===== src/hw/ipfb_defs.svh =====
// Register indices, field positions, write masks and reset values of the binding block
`ifndef IPFB_DEFS_SVH
`define IPFB_DEFS_SVH

// Register indices; the byte address is four times the index
`define IPFB_IDX_V4_LO     8'h2A
`define IPFB_IDX_V4_HI     8'h2B
`define IPFB_IDX_V6_LO     8'h32
`define IPFB_IDX_V6_HI     8'h33

// Writable bits of each 16-bit half; reserved bits stay zero
`define IPFB_V4_LO_MASK    16'hD7FF
`define IPFB_V4_HI_MASK    16'hFFFF
`define IPFB_V6_LO_MASK    16'hF7FF
`define IPFB_V6_HI_MASK    16'hBFFF

// Reset value of both binding vectors
`define IPFB_BIND_RST      32'h0000_0000

// Field positions inside a binding vector
`define IPFB_TCP_LSB       0
`define IPFB_TCP_MSB       10
`define IPFB_UDP_FIRST     12
`define IPFB_DHCP6         13
`define IPFB_EAP_UDP       14
`define IPFB_NAME_SVC      15
`define IPFB_FLEX_LSB      16
`define IPFB_FLEX_MSB      27
`define IPFB_RANGE         28
`define IPFB_ICMP          29
`define IPFB_ARP           30
`define IPFB_RMCP          31

// Bus decode values
`define IPFB_HSIZE_WORD    3'h2
`define IPFB_RESP_OKAY     1'b0

`endif


===== src/hw/ipfb_pkg.sv =====
// Types shared by the binding block modules
package ipfb_pkg;

  // One binding or filter-result vector
  typedef logic [31:0] ipfb_vec_t;

  // Raw port/protocol filter hits with the address filter verdict
  typedef struct packed {
    logic      addr_match;
    ipfb_vec_t hit;
  } ipfb_hit_t;

  // Bus front-end state: pending write data phase
  typedef struct packed {
    logic       wr_pend;
    logic [7:0] wr_idx;
  } ipfb_bus_st_t;

  // Top-level state
  typedef struct packed {
    ipfb_vec_t   bind4;
    ipfb_vec_t   bind6;
    ipfb_vec_t   pass4;
    ipfb_vec_t   pass6;
    logic [31:0] hrdata;
    logic        hreadyout;
    logic        hresp;
  } ipfb_top_st_t;

endpackage

===== src/hw/ipfb_ahb_front.sv =====
// AHB-Lite address-phase decode and write data-phase tracking
`include "ipfb_defs.svh"
module ipfb_ahb_front (
  // Clock and reset
  input  wire logic        hclk,
  input  wire logic        hresetn,
  // Address phase
  input  wire logic        hsel,
  input  wire logic [31:0] haddr,
  input  wire logic [1:0]  htrans,
  input  wire logic        hwrite,
  input  wire logic [2:0]  hsize,
  input  wire logic        hready,
  // Decoded access
  output logic             acc_rd,
  output logic [7:0]       acc_idx,
  output logic             wr_pend,
  output logic [7:0]       wr_idx
);

  ipfb_pkg::ipfb_bus_st_t st_r;
  ipfb_pkg::ipfb_bus_st_t st_nxt;
  logic                   acc;

  // Only aligned word accesses in the low window are decoded
  assign acc     = hsel && htrans[1] && hready && (haddr[31:10] == 22'h0)
                   && (haddr[1:0] == 2'h0) && (hsize == `IPFB_HSIZE_WORD);
  assign acc_idx = haddr[9:2];
  assign acc_rd  = acc && !hwrite;
  assign wr_pend = st_r.wr_pend;
  assign wr_idx  = st_r.wr_idx;

  // Remember a write so its data can be taken in the data phase
  always_comb begin
    st_nxt         = st_r;
    st_nxt.wr_pend = acc && hwrite;
    if (acc && hwrite) begin
      st_nxt.wr_idx = acc_idx;
    end
  end

  // State register
  always_ff @(posedge hclk or negedge hresetn) begin
    if (!hresetn) begin
      st_r <= '0;
    end else begin
      st_r <= st_nxt;
    end
  end

endmodule


===== src/hw/ipfb_filter_bind.sv =====
// Binding of receive port/protocol filters to IPv4 and IPv6 address filters
// Function
// IPv4 bits 0-10 bind TCP port filters
// IPv4 bit 12 binds first UDP filter
// IPv4 bit 14 binds EAP-over-UDP filter
// IPv4 bit 15 binds name service filter
// IPv4 bits 16-27 bind flexible port filters
// Next bit binds the range port filter
// IPv4 bit 29 binds ICMPv4 filter
// IPv4 bit 30 binds ARP requests and responses
// IPv4 bit 31 binds RMCP filter
// IPv4 vector sits in registers 42 and 43
// IPv6 vector sits in registers 50 and 51
// IPv6 bits 0-8 bind TCP port filters
// IPv6 upper bits bind remaining filters likewise
// Clear bit leaves filter unaffected by address
// Reserved bits read zero; all reset zero
//
// The AHB-Lite interface to the registers was chosen for this implementation.

`include "ipfb_defs.svh"
module ipfb_filter_bind (
  // Clock and reset
  input  wire logic                hclk,
  input  wire logic                hresetn,
  // AHB-Lite slave
  input  wire logic                hsel,
  input  wire logic [31:0]         haddr,
  input  wire logic [1:0]          htrans,
  input  wire logic                hwrite,
  input  wire logic [2:0]          hsize,
  input  wire logic                hready,
  input  wire logic [31:0]         hwdata,
  output logic      [31:0]         hrdata,
  output logic                     hreadyout,
  output logic                     hresp,
  // Raw filter results, same clock
  input  wire ipfb_pkg::ipfb_hit_t hit_v4,
  input  wire ipfb_pkg::ipfb_hit_t hit_v6,
  // Gated filter results
  output ipfb_pkg::ipfb_vec_t      pass_v4,
  output ipfb_pkg::ipfb_vec_t      pass_v6
);

  // Reset image: vectors clear, bus ready with OKAY
  localparam ipfb_pkg::ipfb_top_st_t ST_RST = '{
    bind4:     `IPFB_BIND_RST,
    bind6:     `IPFB_BIND_RST,
    pass4:     32'h0000_0000,
    pass6:     32'h0000_0000,
    hrdata:    32'h0000_0000,
    hreadyout: 1'b1,
    hresp:     `IPFB_RESP_OKAY
  };

  ipfb_pkg::ipfb_top_st_t st_r;
  ipfb_pkg::ipfb_top_st_t st_nxt;
  logic                   acc_rd;
  logic [7:0]             acc_idx;
  logic                   wr_pend;
  logic [7:0]             wr_idx;
  ipfb_pkg::ipfb_vec_t    gated4;
  ipfb_pkg::ipfb_vec_t    gated6;

  // Bus front end
  ipfb_ahb_front u_front (
    .hclk    (hclk),
    .hresetn (hresetn),
    .hsel    (hsel),
    .haddr   (haddr),
    .htrans  (htrans),
    .hwrite  (hwrite),
    .hsize   (hsize),
    .hready  (hready),
    .acc_rd  (acc_rd),
    .acc_idx (acc_idx),
    .wr_pend (wr_pend),
    .wr_idx  (wr_idx)
  );

  // IPv4 host address binding
  ipfb_gate #(
    .W (32)
  ) u_gate_v4 (
    .en    (st_r.bind4),
    .hit   (hit_v4.hit),
    .match (hit_v4.addr_match),
    .pass  (gated4)
  );

  // IPv6 address binding
  ipfb_gate #(
    .W (32)
  ) u_gate_v6 (
    .en    (st_r.bind6),
    .hit   (hit_v6.hit),
    .match (hit_v6.addr_match),
    .pass  (gated6)
  );

  // Next state: register writes, readback, gated results
  always_comb begin
    st_nxt           = st_r;
    st_nxt.hreadyout = 1'b1;
    st_nxt.hresp     = `IPFB_RESP_OKAY;
    // Write data is taken in the data phase; reserved bits masked off
    if (wr_pend) begin
      case (wr_idx)
        `IPFB_IDX_V4_LO: begin
          st_nxt.bind4[15:0]  = hwdata[15:0] & `IPFB_V4_LO_MASK;
        end
        `IPFB_IDX_V4_HI: begin
          st_nxt.bind4[31:16] = hwdata[15:0] & `IPFB_V4_HI_MASK;
        end
        `IPFB_IDX_V6_LO: begin
          st_nxt.bind6[15:0]  = hwdata[15:0] & `IPFB_V6_LO_MASK;
        end
        `IPFB_IDX_V6_HI: begin
          st_nxt.bind6[31:16] = hwdata[15:0] & `IPFB_V6_HI_MASK;
        end
        default: begin
          st_nxt.bind4 = st_r.bind4;
        end
      endcase
    end
    // Readback from the next value, so a read right after a write sees it
    if (acc_rd) begin
      case (acc_idx)
        `IPFB_IDX_V4_LO: begin
          st_nxt.hrdata = {16'h0000, st_nxt.bind4[15:0]};
        end
        `IPFB_IDX_V4_HI: begin
          st_nxt.hrdata = {16'h0000, st_nxt.bind4[31:16]};
        end
        `IPFB_IDX_V6_LO: begin
          st_nxt.hrdata = {16'h0000, st_nxt.bind6[15:0]};
        end
        `IPFB_IDX_V6_HI: begin
          st_nxt.hrdata = {16'h0000, st_nxt.bind6[31:16]};
        end
        default: begin
          st_nxt.hrdata = 32'h0000_0000; // Unmapped reads zero
        end
      endcase
    end
    // Gated verdicts, one cycle after the raw hits
    st_nxt.pass4 = gated4;
    st_nxt.pass6 = gated6;
  end

  // State register; outputs come straight from it
  always_ff @(posedge hclk or negedge hresetn) begin
    if (!hresetn) begin
      st_r <= ST_RST;
    end else begin
      st_r <= st_nxt;
    end
  end

  // Outputs
  assign hrdata    = st_r.hrdata;
  assign hreadyout = st_r.hreadyout;
  assign hresp     = st_r.hresp;
  assign pass_v4   = st_r.pass4;
  assign pass_v6   = st_r.pass6;

  // Assertion helpers: flattened views of the struct inputs and state
  ipfb_pkg::ipfb_vec_t hit4;
  ipfb_pkg::ipfb_vec_t hit6;
  logic                m4;
  logic                m6;
  ipfb_pkg::ipfb_vec_t bind4;
  ipfb_pkg::ipfb_vec_t bind6;

  assign hit4  = hit_v4.hit;
  assign hit6  = hit_v6.hit;
  assign m4    = hit_v4.addr_match;
  assign m6    = hit_v6.addr_match;
  assign bind4 = st_r.bind4;
  assign bind6 = st_r.bind6;
endmodule


===== src/hw/ipfb_gate.sv =====
// Gates a vector of filter hits with an address match under per-bit enables
module ipfb_gate #(
  parameter int W = 32
) (
  // Enables and hits
  input  wire logic [W-1:0] en,
  input  wire logic [W-1:0] hit,
  // Address filter verdict
  input  wire logic         match,
  // Gated result
  output logic      [W-1:0] pass
);

  // Enabled bits need the address match; clear bits pass the hit unchanged
  assign pass = hit & (~en | {W{match}});

endmodule


===== config.mk =====
export PLATFORM = sky130hd
export DESIGN_NAME = ipfb_filter_bind
export DESIGN_NICKNAME = d
export VERILOG_FILES = /design/src/hw/ipfb_pkg.sv /design/src/hw/ipfb_ahb_front.sv /design/src/hw/ipfb_filter_bind.sv /design/src/hw/ipfb_gate.sv
export VERILOG_INCLUDE_DIRS = /design/src /design/src/hw
export SDC_FILE = /design/constraint.sdc
export NUM_CORES = 1
export LEC_CHECK = 0
export ABC_CLOCK_PERIOD_IN_PS = 3900
export BUFFER_PORTS_ARGS = -buffer_cell sky130_fd_sc_hd__buf_2
export CORE_ASPECT_RATIO = 1.75
export CORE_UTILIZATION = 35
export CTS_CLUSTER_SIZE = 28
export DETAILED_ROUTE_END_ITERATION = 7
export SLEW_MARGIN = 30
export SYNTH_ARGS = -nofsm -noshare
export SYNTH_HDL_FRONTEND = slang
export SYNTH_HIERARCHICAL = 1
export SYNTH_SLANG_ARGS = --single-unit

===== constraint.sdc =====
create_clock -name hclk -period 3.9 [get_ports hclk]
set_input_delay 0 -clock hclk [delete_from_list [all_inputs] [get_ports hclk]]
set_output_delay 0 -clock hclk [all_outputs]
set_load 0.05 [all_outputs]

==> results.py, run 1 <==
metrics = {
    "clock_network": {
        "cts-root-buf": "clkbuf_16",
        "path_clk_slew_ns": 0.07,
        "cts_resized": 0,
        "cts.path.max_buffers": 2,
        "cts.sinks": 153,
        "cts_setup_buffers": 0,
        "numCtsBuffers": 17,
        "cts_tree": "built",
        "clk_latency_ns": 0.43,
        "htree_num_levels": 4,
    },
    "global_route": {
        "antenna_found_initial": 0,
        "grt_remaining_overflow": 0,
        "grt_max_degree": 72,
        "grt_pass1_vias": 5211,
        "grt_pass1_wl_um": 27700,
        "grt_use_total_pct": 19.3,
    },
    "power_and_ir_drop": {
        "ir_drop_mv": 0.247,
        "powerDensity_nw_per_um2": 417,
        "leakage_uw": 0.00442,
    },
    "setup_path": {
        "crit_type": "reg -> reg",
        "crit_arrival_ns": 3.00,
        "critPathCaptureType": "flip-flop",
        "critPathRequiredTime_ns": 4.18,
        "worstPathMaxFanout": 11,
        "cp-start-kind": "flip-flop",
    },
    "synth": {
        "ys_seq_elements": 153,
        "yosysSeqAreaShare_pct": 58.2,
        "synth-async-reset-ratio_pct": 100,
        "yosysWarnings": 6,
        "postSynthAreaPerCell_um2": 14.7,
        "yosysUniqueCellTypes": 43,
        "synth_area_leaders": "dfrtp_1 (58%), a21boi_2 (10%), mux2_2 (4.6%), mux2_1 (4.5%), mux2_4 (3.4%)",
        "synth_top_area_share_pct": 58.2,
        "yosys.cell_count.top_type": "dfrtp_1",
        "synth_top_area_cell": "dfrtp_1",
        "synth_edf_count": 0,
        "synth_common_cells": "dfrtp_1 (153), a21boi_2 (60), mux2_2 (27)",
        "synth.cell_area_um2": 6580,
        "ys.flop_type": "dfrtp_1",
        "synthCells": 448,
    },
    "placed_design": {
        "finalWeightedCongestion": 0.788,
        "dpl.hpwl_um": 11700,
        "io_buffers": 202,
        "post_dp_cell_area_um2": 7640,
    },
    "timing": {
        "finalMaxSlewViolations": 0,
        "fin_setup_tns_ns": 0,
        "tightest_slew_ns": 0.974,
        "fmax_ghz": 0.368,
        "rsz0062_at_grt": "false",
        "post-route-period-util_pct": 69.7,
        "hold_violations": 0,
        "fin_skew_ns": 0.0110,
        "setup-violations-final": 0,
        "period_needed_ns": 2.72,
        "max_slew_margin_pct": 35.1,
        "whs_ns": 0.146,
    },
    "drt": {
        "routed_wl_um": 17800,
        "viasPerCell": 4.78,
        "ant_nets": 0,
        "first_pass_iters": 5,
        "drcViolationCount": 0,
        "vias": 4721,
        "wl_per_cell_um": 18.0,
        "drt_iter0_markers": 168,
    },
    "run": {
        "cap_violations": 0,
    },
    "floorplanning": {
        "initial_core_util_pct": 35.5,
        "die_y_um": 183,
        "die_w_um": 106,
        "die-area_um2": 19400,
        "core_um2": 18500,
        "ioPinCount": 238,
        "num_rows": 66,
    },
    "run_status": {
        "status": "finished, final reports clean",
    },
    "min_path": {
        "hold_class": "in -> async",
    },
    "final_layout": {
        "layout.nets": 877,
        "final_cell_area_um2": 9170,
        "syn_to_final_growth_pct": 39.4,
        "finish.utilization_pct": 49.6,
        "drive_above_1_share_pct": 47.5,
        "antennaDiodeCount": 0,
    },
}
-- report_power, final --
| group | switching (µW) | internal (µW) | total [µW] |
|---|---|---|---|
| Sequential | 22.4 | 1640 | 1660 |
| Clock | 706 | 975 | 1680 |
| Combinational | 302 | 180 | 481 |
-- critical path, cell delays in order (launching register included) --
cell and delay, ns:
dfrtp_1 0.38, nand4bb_4 0.28, nor4_4 0.59, buf_4 0.37, mux2_2 0.38, a22o_1 0.20
a211oi_1 0.26, o2bb2ai_1 0.09
-- cell families after synthesis --
kind of cell	Yosys count	synth area share, %
flip-flops	153	58.2
AO/OA/AOI/OAI	115	17.1
multiplexers	68	12.5
AND/OR/NAND/NOR	58	6.24
buffers and inverters	51	5.63
other	2	0.114
XOR/XNOR	1	0.133
-- layout by cell type (no fill, tap or decap), drive strengths merged --
cell type,count
a21oi,3
clkbuf,18
dfrtp,153
conb,18
nand2b,3
nor3b,1
a31oi,4
mux2,68
nand3b,1
and3b,1
nor4b,5
clkinv,4
nand4b,1
nand2,13
a32oi,2
nand4bb,1
or3b,2
inv,9
a21o,7
dlygate4sd3,92
nand3,4
a22oi,12
a221oi,1
nor4,7
and2,8
a21boi,66
a22o,7
nor2,1
a211oi,6
buf,208
bufinv,2
o2bb2ai,7
and3,1
nor3,3
clkinvlp,4
xnor2,1
nand4,1
nor2b,5
-- state kept, by name, summed over array words and instances (netlist names) --
register / cells
bind4: 32
bind6: 32
hrdata: 16
pass_v4: 32
pass_v6: 32
u_front/wr_idx: 8
u_front/wr_pend: 1
-- what timing repair did --
item	4_1_cts	5_1_grt
hold buffers	92	0
setup endpoints to repair	0	0
hold endpoints to repair	202	0
-- layout make-up --
cell class                      count  area [µm²]
Sequential cell                   153        3830
Clock inverter                     14         161
Tap cell                          238         298
Clock buffer                       18         439
Timing Repair Buffer              300        1980
Fill cell                        1664        9330
Inverter                            5        21.3
Multi-Input combinational cell    260        2440
-- final timing paths --
| kind | start | end | slack [ns] | cells after the start |
|---|---|---|---|---|
| min in group hclk | haddr[14] | u_front/wr_idx[6] | 0.15 | 4 |
| max reg2reg | u_front/wr_idx[6] | hrdata[1] | 1.18 | 7 |
| max in group asynchronous | hresetn | hrdata[5] | 2.72 | 3 |
| min | hresetn | pass_v4[25] | 0.15 | 2 |
| max | u_front/wr_idx[6] | hrdata[1] | 1.18 | 7 |
| min reg2reg | bind6[21] | pass_v6[21] | 0.45 | 1 |
-- routing by layer --
| metal | track usage (%) | wire length (µm) | part of all wire, % | vias to the layer above |
|---|---|---|---|---|
| li1 | - | - | - | 2153 |
| met1 | 21.0 | 6770 | 38 | 2355 |
| met2 | 36.2 | 9860 | 55 | 178 |
| met3 | 2.74 | 646 | 3.6 | 35 |
| met4 | 9.78 | 547 | 3.1 | 0 |
| met5 | 0 | 0 | 0 | - |
-- metrics by stage --
stage	setup WS, ns	std cells	total power, µW
3_3_place_gp	1.25	864	2090
5_1_grt	1.02	988	3960
6_report	1.18	988	3820
4_1_cts	1.19	988	3860
3_5_place_dp	1.21	864	2100
2_1_floorplan	1.72	464	1970
Note: power is estimated with default switching activity, not from simulation.
==> run 2: changes to the inputs <==
- ABC_CLOCK_PERIOD_IN_PS: 3900 -> 2500
- clock period: 3.9 -> 2.5 ns (I/O delays scaled with it)
==> run 2 against run 1 <==
Sequential cell count is the same. Sequential share of layout area shrank 0.48 points. Maximum frequency grew 13%. Global-route usage grew 0.16 points.
==> results.py, run 2 (synthesis results as in run 1) <==
metrics = {
    "setup_path": {
        "worstPathMaxFanout": 10,
        "crit_arrival_ns": 2.69,
        "cp-start-kind": "flip-flop",
        "rrSetupSlack_ns": 0.10,
        "critPathCaptureType": "flip-flop",
        "critPathRequiredTime_ns": 2.79,
        "crit_type": "reg -> reg",
    },
    "drt": {
        "met1_length_um": 6650,
        "wl_per_cell_um": 17.9,
        "drt_iter0_markers": 191,
        "ant_nets": 0,
        "first_pass_iters": 4,
        "wl_met3_um": 849,
        "viasPerCell": 4.76,
        "drcViolationCount": 0,
        "vias": 4760,
        "met2_length_um": 9820,
        "routed_wl_um": 17900,
        "routed.top_layer": "met4",
    },
    "clock_network": {
        "cts.path.max_buffers": 2,
        "numCtsBuffers": 17,
        "clk_latency_ns": 0.42,
        "path_clk_slew_ns": 0.06,
        "cts_tree": "built",
        "cts-root-buf": "clkbuf_16",
        "cts_setup_buffers": 0,
        "htree_num_levels": 4,
        "cts.sinks": 153,
    },
    "final_layout": {
        "antennaDiodeCount": 0,
        "drive_above_1_share_pct": 47.8,
        "n_fill_cell": 1668,
        "final_cell_mix": "buf_2 (201), dfrtp_1 (153), dlygate4sd3_1 (92)",
        "seq_area_um2": 3830,
        "layout.nets": 890,
        "syn_to_final_growth_pct": 41.1,
        "multi_input_area_um2": 2440,
        "layout_commonest_cell": "buf_2",
        "final_cell_area_um2": 9280,
        "finish.utilization_pct": 50.1,
    },
    "placed_design": {
        "dpl.hpwl_um": 12300,
        "io_buffers": 202,
        "post_dp_cell_area_um2": 7770,
        "finalWeightedCongestion": 0.773,
    },
    "timing": {
        "fmax_ghz": 0.417,
        "fin_skew_ns": 0.00939,
        "post-route-period-util_pct": 95.8,
        "tightest_slew_ns": 0.947,
        "finalMaxSlewViolations": 0,
        "max_slew_margin_pct": 36.8,
        "setup-violations-final": 0,
        "period_needed_ns": 2.40,
        "hold_violations": 0,
        "fin_setup_tns_ns": 0,
        "rsz0062_at_grt": "false",
    },
    "min_path": {
        "hold_class": "in -> async",
    },
    "floorplanning": {
        "die-area_um2": 19400,
        "initial_core_util_pct": 35.5,
        "ioPinCount": 238,
        "die_y_um": 183,
        "die_w_um": 106,
        "core_um2": 18500,
        "num_rows": 66,
    },
    "global_route": {
        "antenna_found_initial": 0,
        "grt_remaining_overflow": 0,
        "grt_max_degree": 74,
        "grt_use_total_pct": 19.5,
        "grt_pass1_wl_um": 28000,
        "grt_pass1_vias": 5202,
    },
    "run_status": {
        "status": "finished, final reports clean",
    },
    "power_and_ir_drop": {
        "ir_drop_mv": 0.386,
        "powerDensity_nw_per_um2": 638,
        "leakage_uw": 0.00447,
    },
    "run": {
        "cap_violations": 0,
    },
}
==> run 2: cell count changes in the layout (fill, tap and decap cells not counted) <==
cell and delta:
and2_1 +1, and2_2 -1, buf_12 +2, buf_4 +11
clkbuf_1 +2, clkinv_2 -3, clkinvlp_4 +1, inv_2 +2
inv_8 -2, or3b_1 +1, or3b_2 -1
==> run 2: path summary, 6_finish.rpt <==
check / from / end / depth (start not counted)
worst max-delay path: u_front/wr_idx[6] / hrdata[2] / 7
worst max register to register: u_front/wr_idx[6] / hrdata[2] / 7
worst min-delay path: hresetn / pass_v4[23] / 2
worst min register to register: bind4[27] / pass_v4[27] / 1
min in group hclk: hit_v6[32] / pass_v6[20] / 3
max in group asynchronous: hresetn / pass_v4[14] / 3
==> run 2: metal layers <==
metal / up-vias / global-route usage [%]
met2: 186 / 35.5
met5: - / 0
met1: 2361 / 21.9
met3: 30 / 2.95
met4: 0 / 9.94
li1: 2183 / -
==> run 2: where the power goes <==
part | leakage [µW] | internal (µW) | switching (µW)
Combinational | 0.00226 | 283 | 470
Clock | 0.000270 | 1510 | 1060
Sequential | 0.00194 | 2560 | 35.3
Total | 0.00447 | 4350 | 1570
==> run 2: what timing repair did <==
action / in CTS / in global routing
hold buffers: 92 / 0
hold endpoints to repair: 183 / 0
setup endpoints to repair: 0 / 1
resized for setup: 0 / 0
==> run 2: area by class of cell <==
type | instances | area share (%)
clock inverters | 12 | 1.52
clock buffers | 20 | 4.82
flip-flops and latches | 153 | 41.3
well taps | 238 | 3.21
multi-input cells | 260 | 26.3
repair buffers | 313 | 22.7
inverters | 5 | 0.202
==> run 2: critical path, cell delays in order (launching register included) <==
cell and delay, ns:
dfrtp_1 0.38, nand4bb_4 0.28, or3b_1 0.42, buf_4 0.23, mux2_4 0.33, a22o_1 0.21, a211oi_1 0.28, o2bb2ai_1 0.13
==> run 2: through the flow <==
| stage | total power, µW | setup slack, ns | std cells | hold slack (ns) |
|---|---|---|---|---|
| final | 5920 | 0.104 | 1001 | 0.0948 |
| after global routing | 6140 | 0.000990 | 1001 | 0.152 |
| after CTS | 5990 | 0.0963 | 1001 | 0.100 |
| after detailed placement | 3290 | 0.199 | 877 | -0.0191 |
| after global placement | 3270 | 0.257 | 877 | -0.0331 |
| after floorplan | 3070 | 0.322 | 464 | -0.296 |
==> run 3: changes to the inputs <==
- CELL_PAD_IN_SITES_DETAIL_PLACEMENT: not set -> 1
- CELL_PAD_IN_SITES_GLOBAL_PLACEMENT: not set -> 2
- CORE_UTILIZATION: 35 -> 29
- PLACE_DENSITY_LB_ADDON: not set -> 0.1
- REMOVE_ABC_BUFFERS: not set -> 1
==> run 3 against run 2 <==
Setup slack better by 0.041 ns. Design area up 0.89%. Critical path depth unchanged. Final cell count up 5.3%. Via count down 2.1%. Largest cell class unchanged. Critical endpoint is now hrdata[1]. Sequential power about the same. Sequential share of layout area down 0.36 points. Clock skew up 0.0028 ns. Highest routed layer unchanged.
==> results.py, run 3 (synthesis results as in run 1) <==
metrics = {
    "drt": {
        "vias": 4660,
        "wl_met3_um": 855,
        "ant_nets": 0,
        "wl_per_cell_um": 18.8,
        "routed_wl_um": 19800,
        "met2_length_um": 11200,
        "drt_iter0_markers": 145,
        "drcViolationCount": 0,
        "first_pass_iters": 4,
        "met1_length_um": 7430,
        "viasPerCell": 4.42,
        "routed.top_layer": "met4",
    },
    "floorplanning": {
        "ioPinCount": 238,
        "die_w_um": 116,
        "die_y_um": 201,
        "die-area_um2": 23300,
        "core_um2": 22200,
        "num_rows": 72,
        "initial_core_util_pct": 29.7,
    },
    "setup_path": {
        "reg2regPathDepth": 7,
        "r2r_end": "hrdata[1]",
        "reg2reg_from": "u_front/wr_idx[2]",
        "cp_num_cells": 7,
        "crit_slowest_cell": "dfrtp_1",
        "crit_arrival_ns": 2.65,
        "crit_path_max_incr_delay_ns": 0.45,
        "critPathCaptureType": "flip-flop",
        "cp-start-kind": "flip-flop",
        "crit_family": "simple AND/OR/NAND/NOR gates",
        "crit_type": "reg -> reg",
        "worstPathMaxFanout": 16,
        "rrSetupSlack_ns": 0.14,
        "path_cells": "nor3b_1 -> or3b_1 -> buf_4 -> mux2_4 -> a22o_1 -> a211oi_1 -> o2bb2ai_1",
        "path_buf_inv": 1,
        "critPathRequiredTime_ns": 2.80,
    },
    "placed_design": {
        "dpl.hpwl_um": 13400,
        "finalWeightedCongestion": 0.768,
        "io_buffers": 202,
    },
    "global_route": {
        "grt_use_total_pct": 18.2,
        "grt_pass1_vias": 5406,
        "grt_max_degree": 71,
        "antenna_found_initial": 0,
        "grt_pass1_wl_um": 31000,
        "grt_remaining_overflow": 0,
    },
    "power_and_ir_drop": {
        "ir_drop_mv": 0.363,
        "p_sw_share_pct": 24.8,
        "switchingPower_uw": 1500,
        "seqPwrFrac_pct": 42.7,
        "leakage_uw": 0.00448,
        "combPwrFrac_pct": 12.5,
        "powerDensity_nw_per_um2": 649,
        "p_total_uw": 6070,
        "clkPwrFrac_pct": 44.7,
        "intPower_uw": 4570,
    },
    "clock_network": {
        "path_clk_slew_ns": 0.06,
        "cts.sinks": 153,
        "cts.path.max_buffers": 2,
        "cts_resized": 0,
        "cts-root-buf": "clkbuf_16",
        "clk_latency_ns": 0.42,
        "cts_tree": "built",
        "htree_num_levels": 4,
        "numCtsBuffers": 17,
    },
    "final_layout": {
        "antennaDiodeCount": 0,
        "drive_above_1_share_pct": 47.5,
        "n_fill_cell": 2444,
        "layout_commonest_cell": "buf_2",
        "layout.nets": 886,
        "syn_to_final_growth_pct": 42.3,
        "final_cell_mix": "buf_2 (201), dfrtp_1 (153), dlygate4sd3_1 (92)",
    },
    "timing": {
        "tightest_slew_ns": 0.857,
        "post-route-period-util_pct": 94.2,
        "max_slew_margin_pct": 42.8,
        "rsz0062_at_grt": "false",
        "setup-violations-final": 0,
        "fin_skew_ns": 0.0122,
        "fin_setup_tns_ns": 0,
        "finalMaxSlewViolations": 0,
        "period_needed_ns": 2.36,
        "fmax_ghz": 0.425,
        "hold_violations": 0,
    },
    "min_path": {
        "hold_class": "in -> reg",
        "holdPathEnd": "pass_v6[1]",
        "whs_path_depth": 3,
        "hp-start": "hit_v6[32]",
    },
    "run": {
        "cap_violations": 0,
    },
    "run_status": {
        "status": "finished, final reports clean",
    },
}
## run 3: changes by cell type in the layout (fill, tap and decap cells not counted)
cell        before  now
bufinv_16        2    3
buf_4           17   13
inv_6            4    0
clkinv_4         1    0
clkinvlp_4       5    2
inv_2            2    1
clkbuf_8         1    6
clkinv_2         0    1
inv_4            0    1
## run 3: metrics by stage
stage | worst slack, ns | utilization [%] | hold WS [ns] | area [µm²] | cells
floorplan | 0.169 | - | -0.296 | 6280 | 418
global placement | 0.239 | 35.2 | 0.0539 | 7810 | 931
detailed placement | 0.134 | 35.2 | 0.0762 | 7810 | 931
CTS | 0.125 | 42.2 | 0.132 | 9360 | 1054
global route | 0.0511 | 42.2 | 0.153 | 9360 | 1054
finish | 0.145 | 42.2 | 0.135 | 9360 | 1054
## run 3: worst max-delay path by stage
stage / startpoint / end
after floorplan: u_front/wr_idx[6] / hrdata[0]
after global placement: u_front/wr_idx[6] / hrdata[7]
after detailed placement: u_front/wr_idx[6] / hrdata[1]
after CTS: u_front/wr_idx[6] / hrdata[1]
after global routing: u_front/wr_idx[2] / hrdata[9]
final: u_front/wr_idx[2] / hrdata[1]
## run 3: worst register-to-register path, stage by stage, from the launching register on
cell and delay [ns]:
dfrtp_1 0.45, nor3b_1 0.24, or3b_1 0.37, buf_4 0.27, mux2_4 0.35, a22o_1 0.22
a211oi_1 0.25, o2bb2ai_1 0.09
## run 3: layout make-up
type	count	area (µm²)	area share, %
Sequential cell	153	3830	40.9
Multi-Input combinational cell	260	2440	26.0
Timing Repair Buffer	309	2080	22.2
Clock buffer	25	515	5.51
Tap cell	296	370	3.96
Clock inverter	6	110	1.18
Inverter	5	21.3	0.227
## run 3: power by group through the flow
| stage | clock network (µW) | registers [µW] | logic, µW |
|---|---|---|---|
| 2_1_floorplan | 0 | 2850 | 178 |
| 3_3_place_gp | 0 | 2640 | 645 |
| 3_5_place_dp | 0 | 2640 | 656 |
| 4_1_cts | 2800 | 2590 | 771 |
| 5_1_grt | 2890 | 2600 | 815 |
| 6_report | 2720 | 2590 | 760 |
## run 3: timing repair
| item | in CTS | in global routing |
|---|---|---|
| hold buffers | 92 | 0 |
| buffers inserted | 0 | 0 |
| endpoints found under the hold margin | 201 | 0 |
## run 3: metal layers
layer | vias to the layer above | track usage [%]
met5 | - | 0
met4 | 0 | 5.77
met3 | 20 | 3.43
met2 | 148 | 33.9
met1 | 2327 | 20.1
li1 | 2165 | -
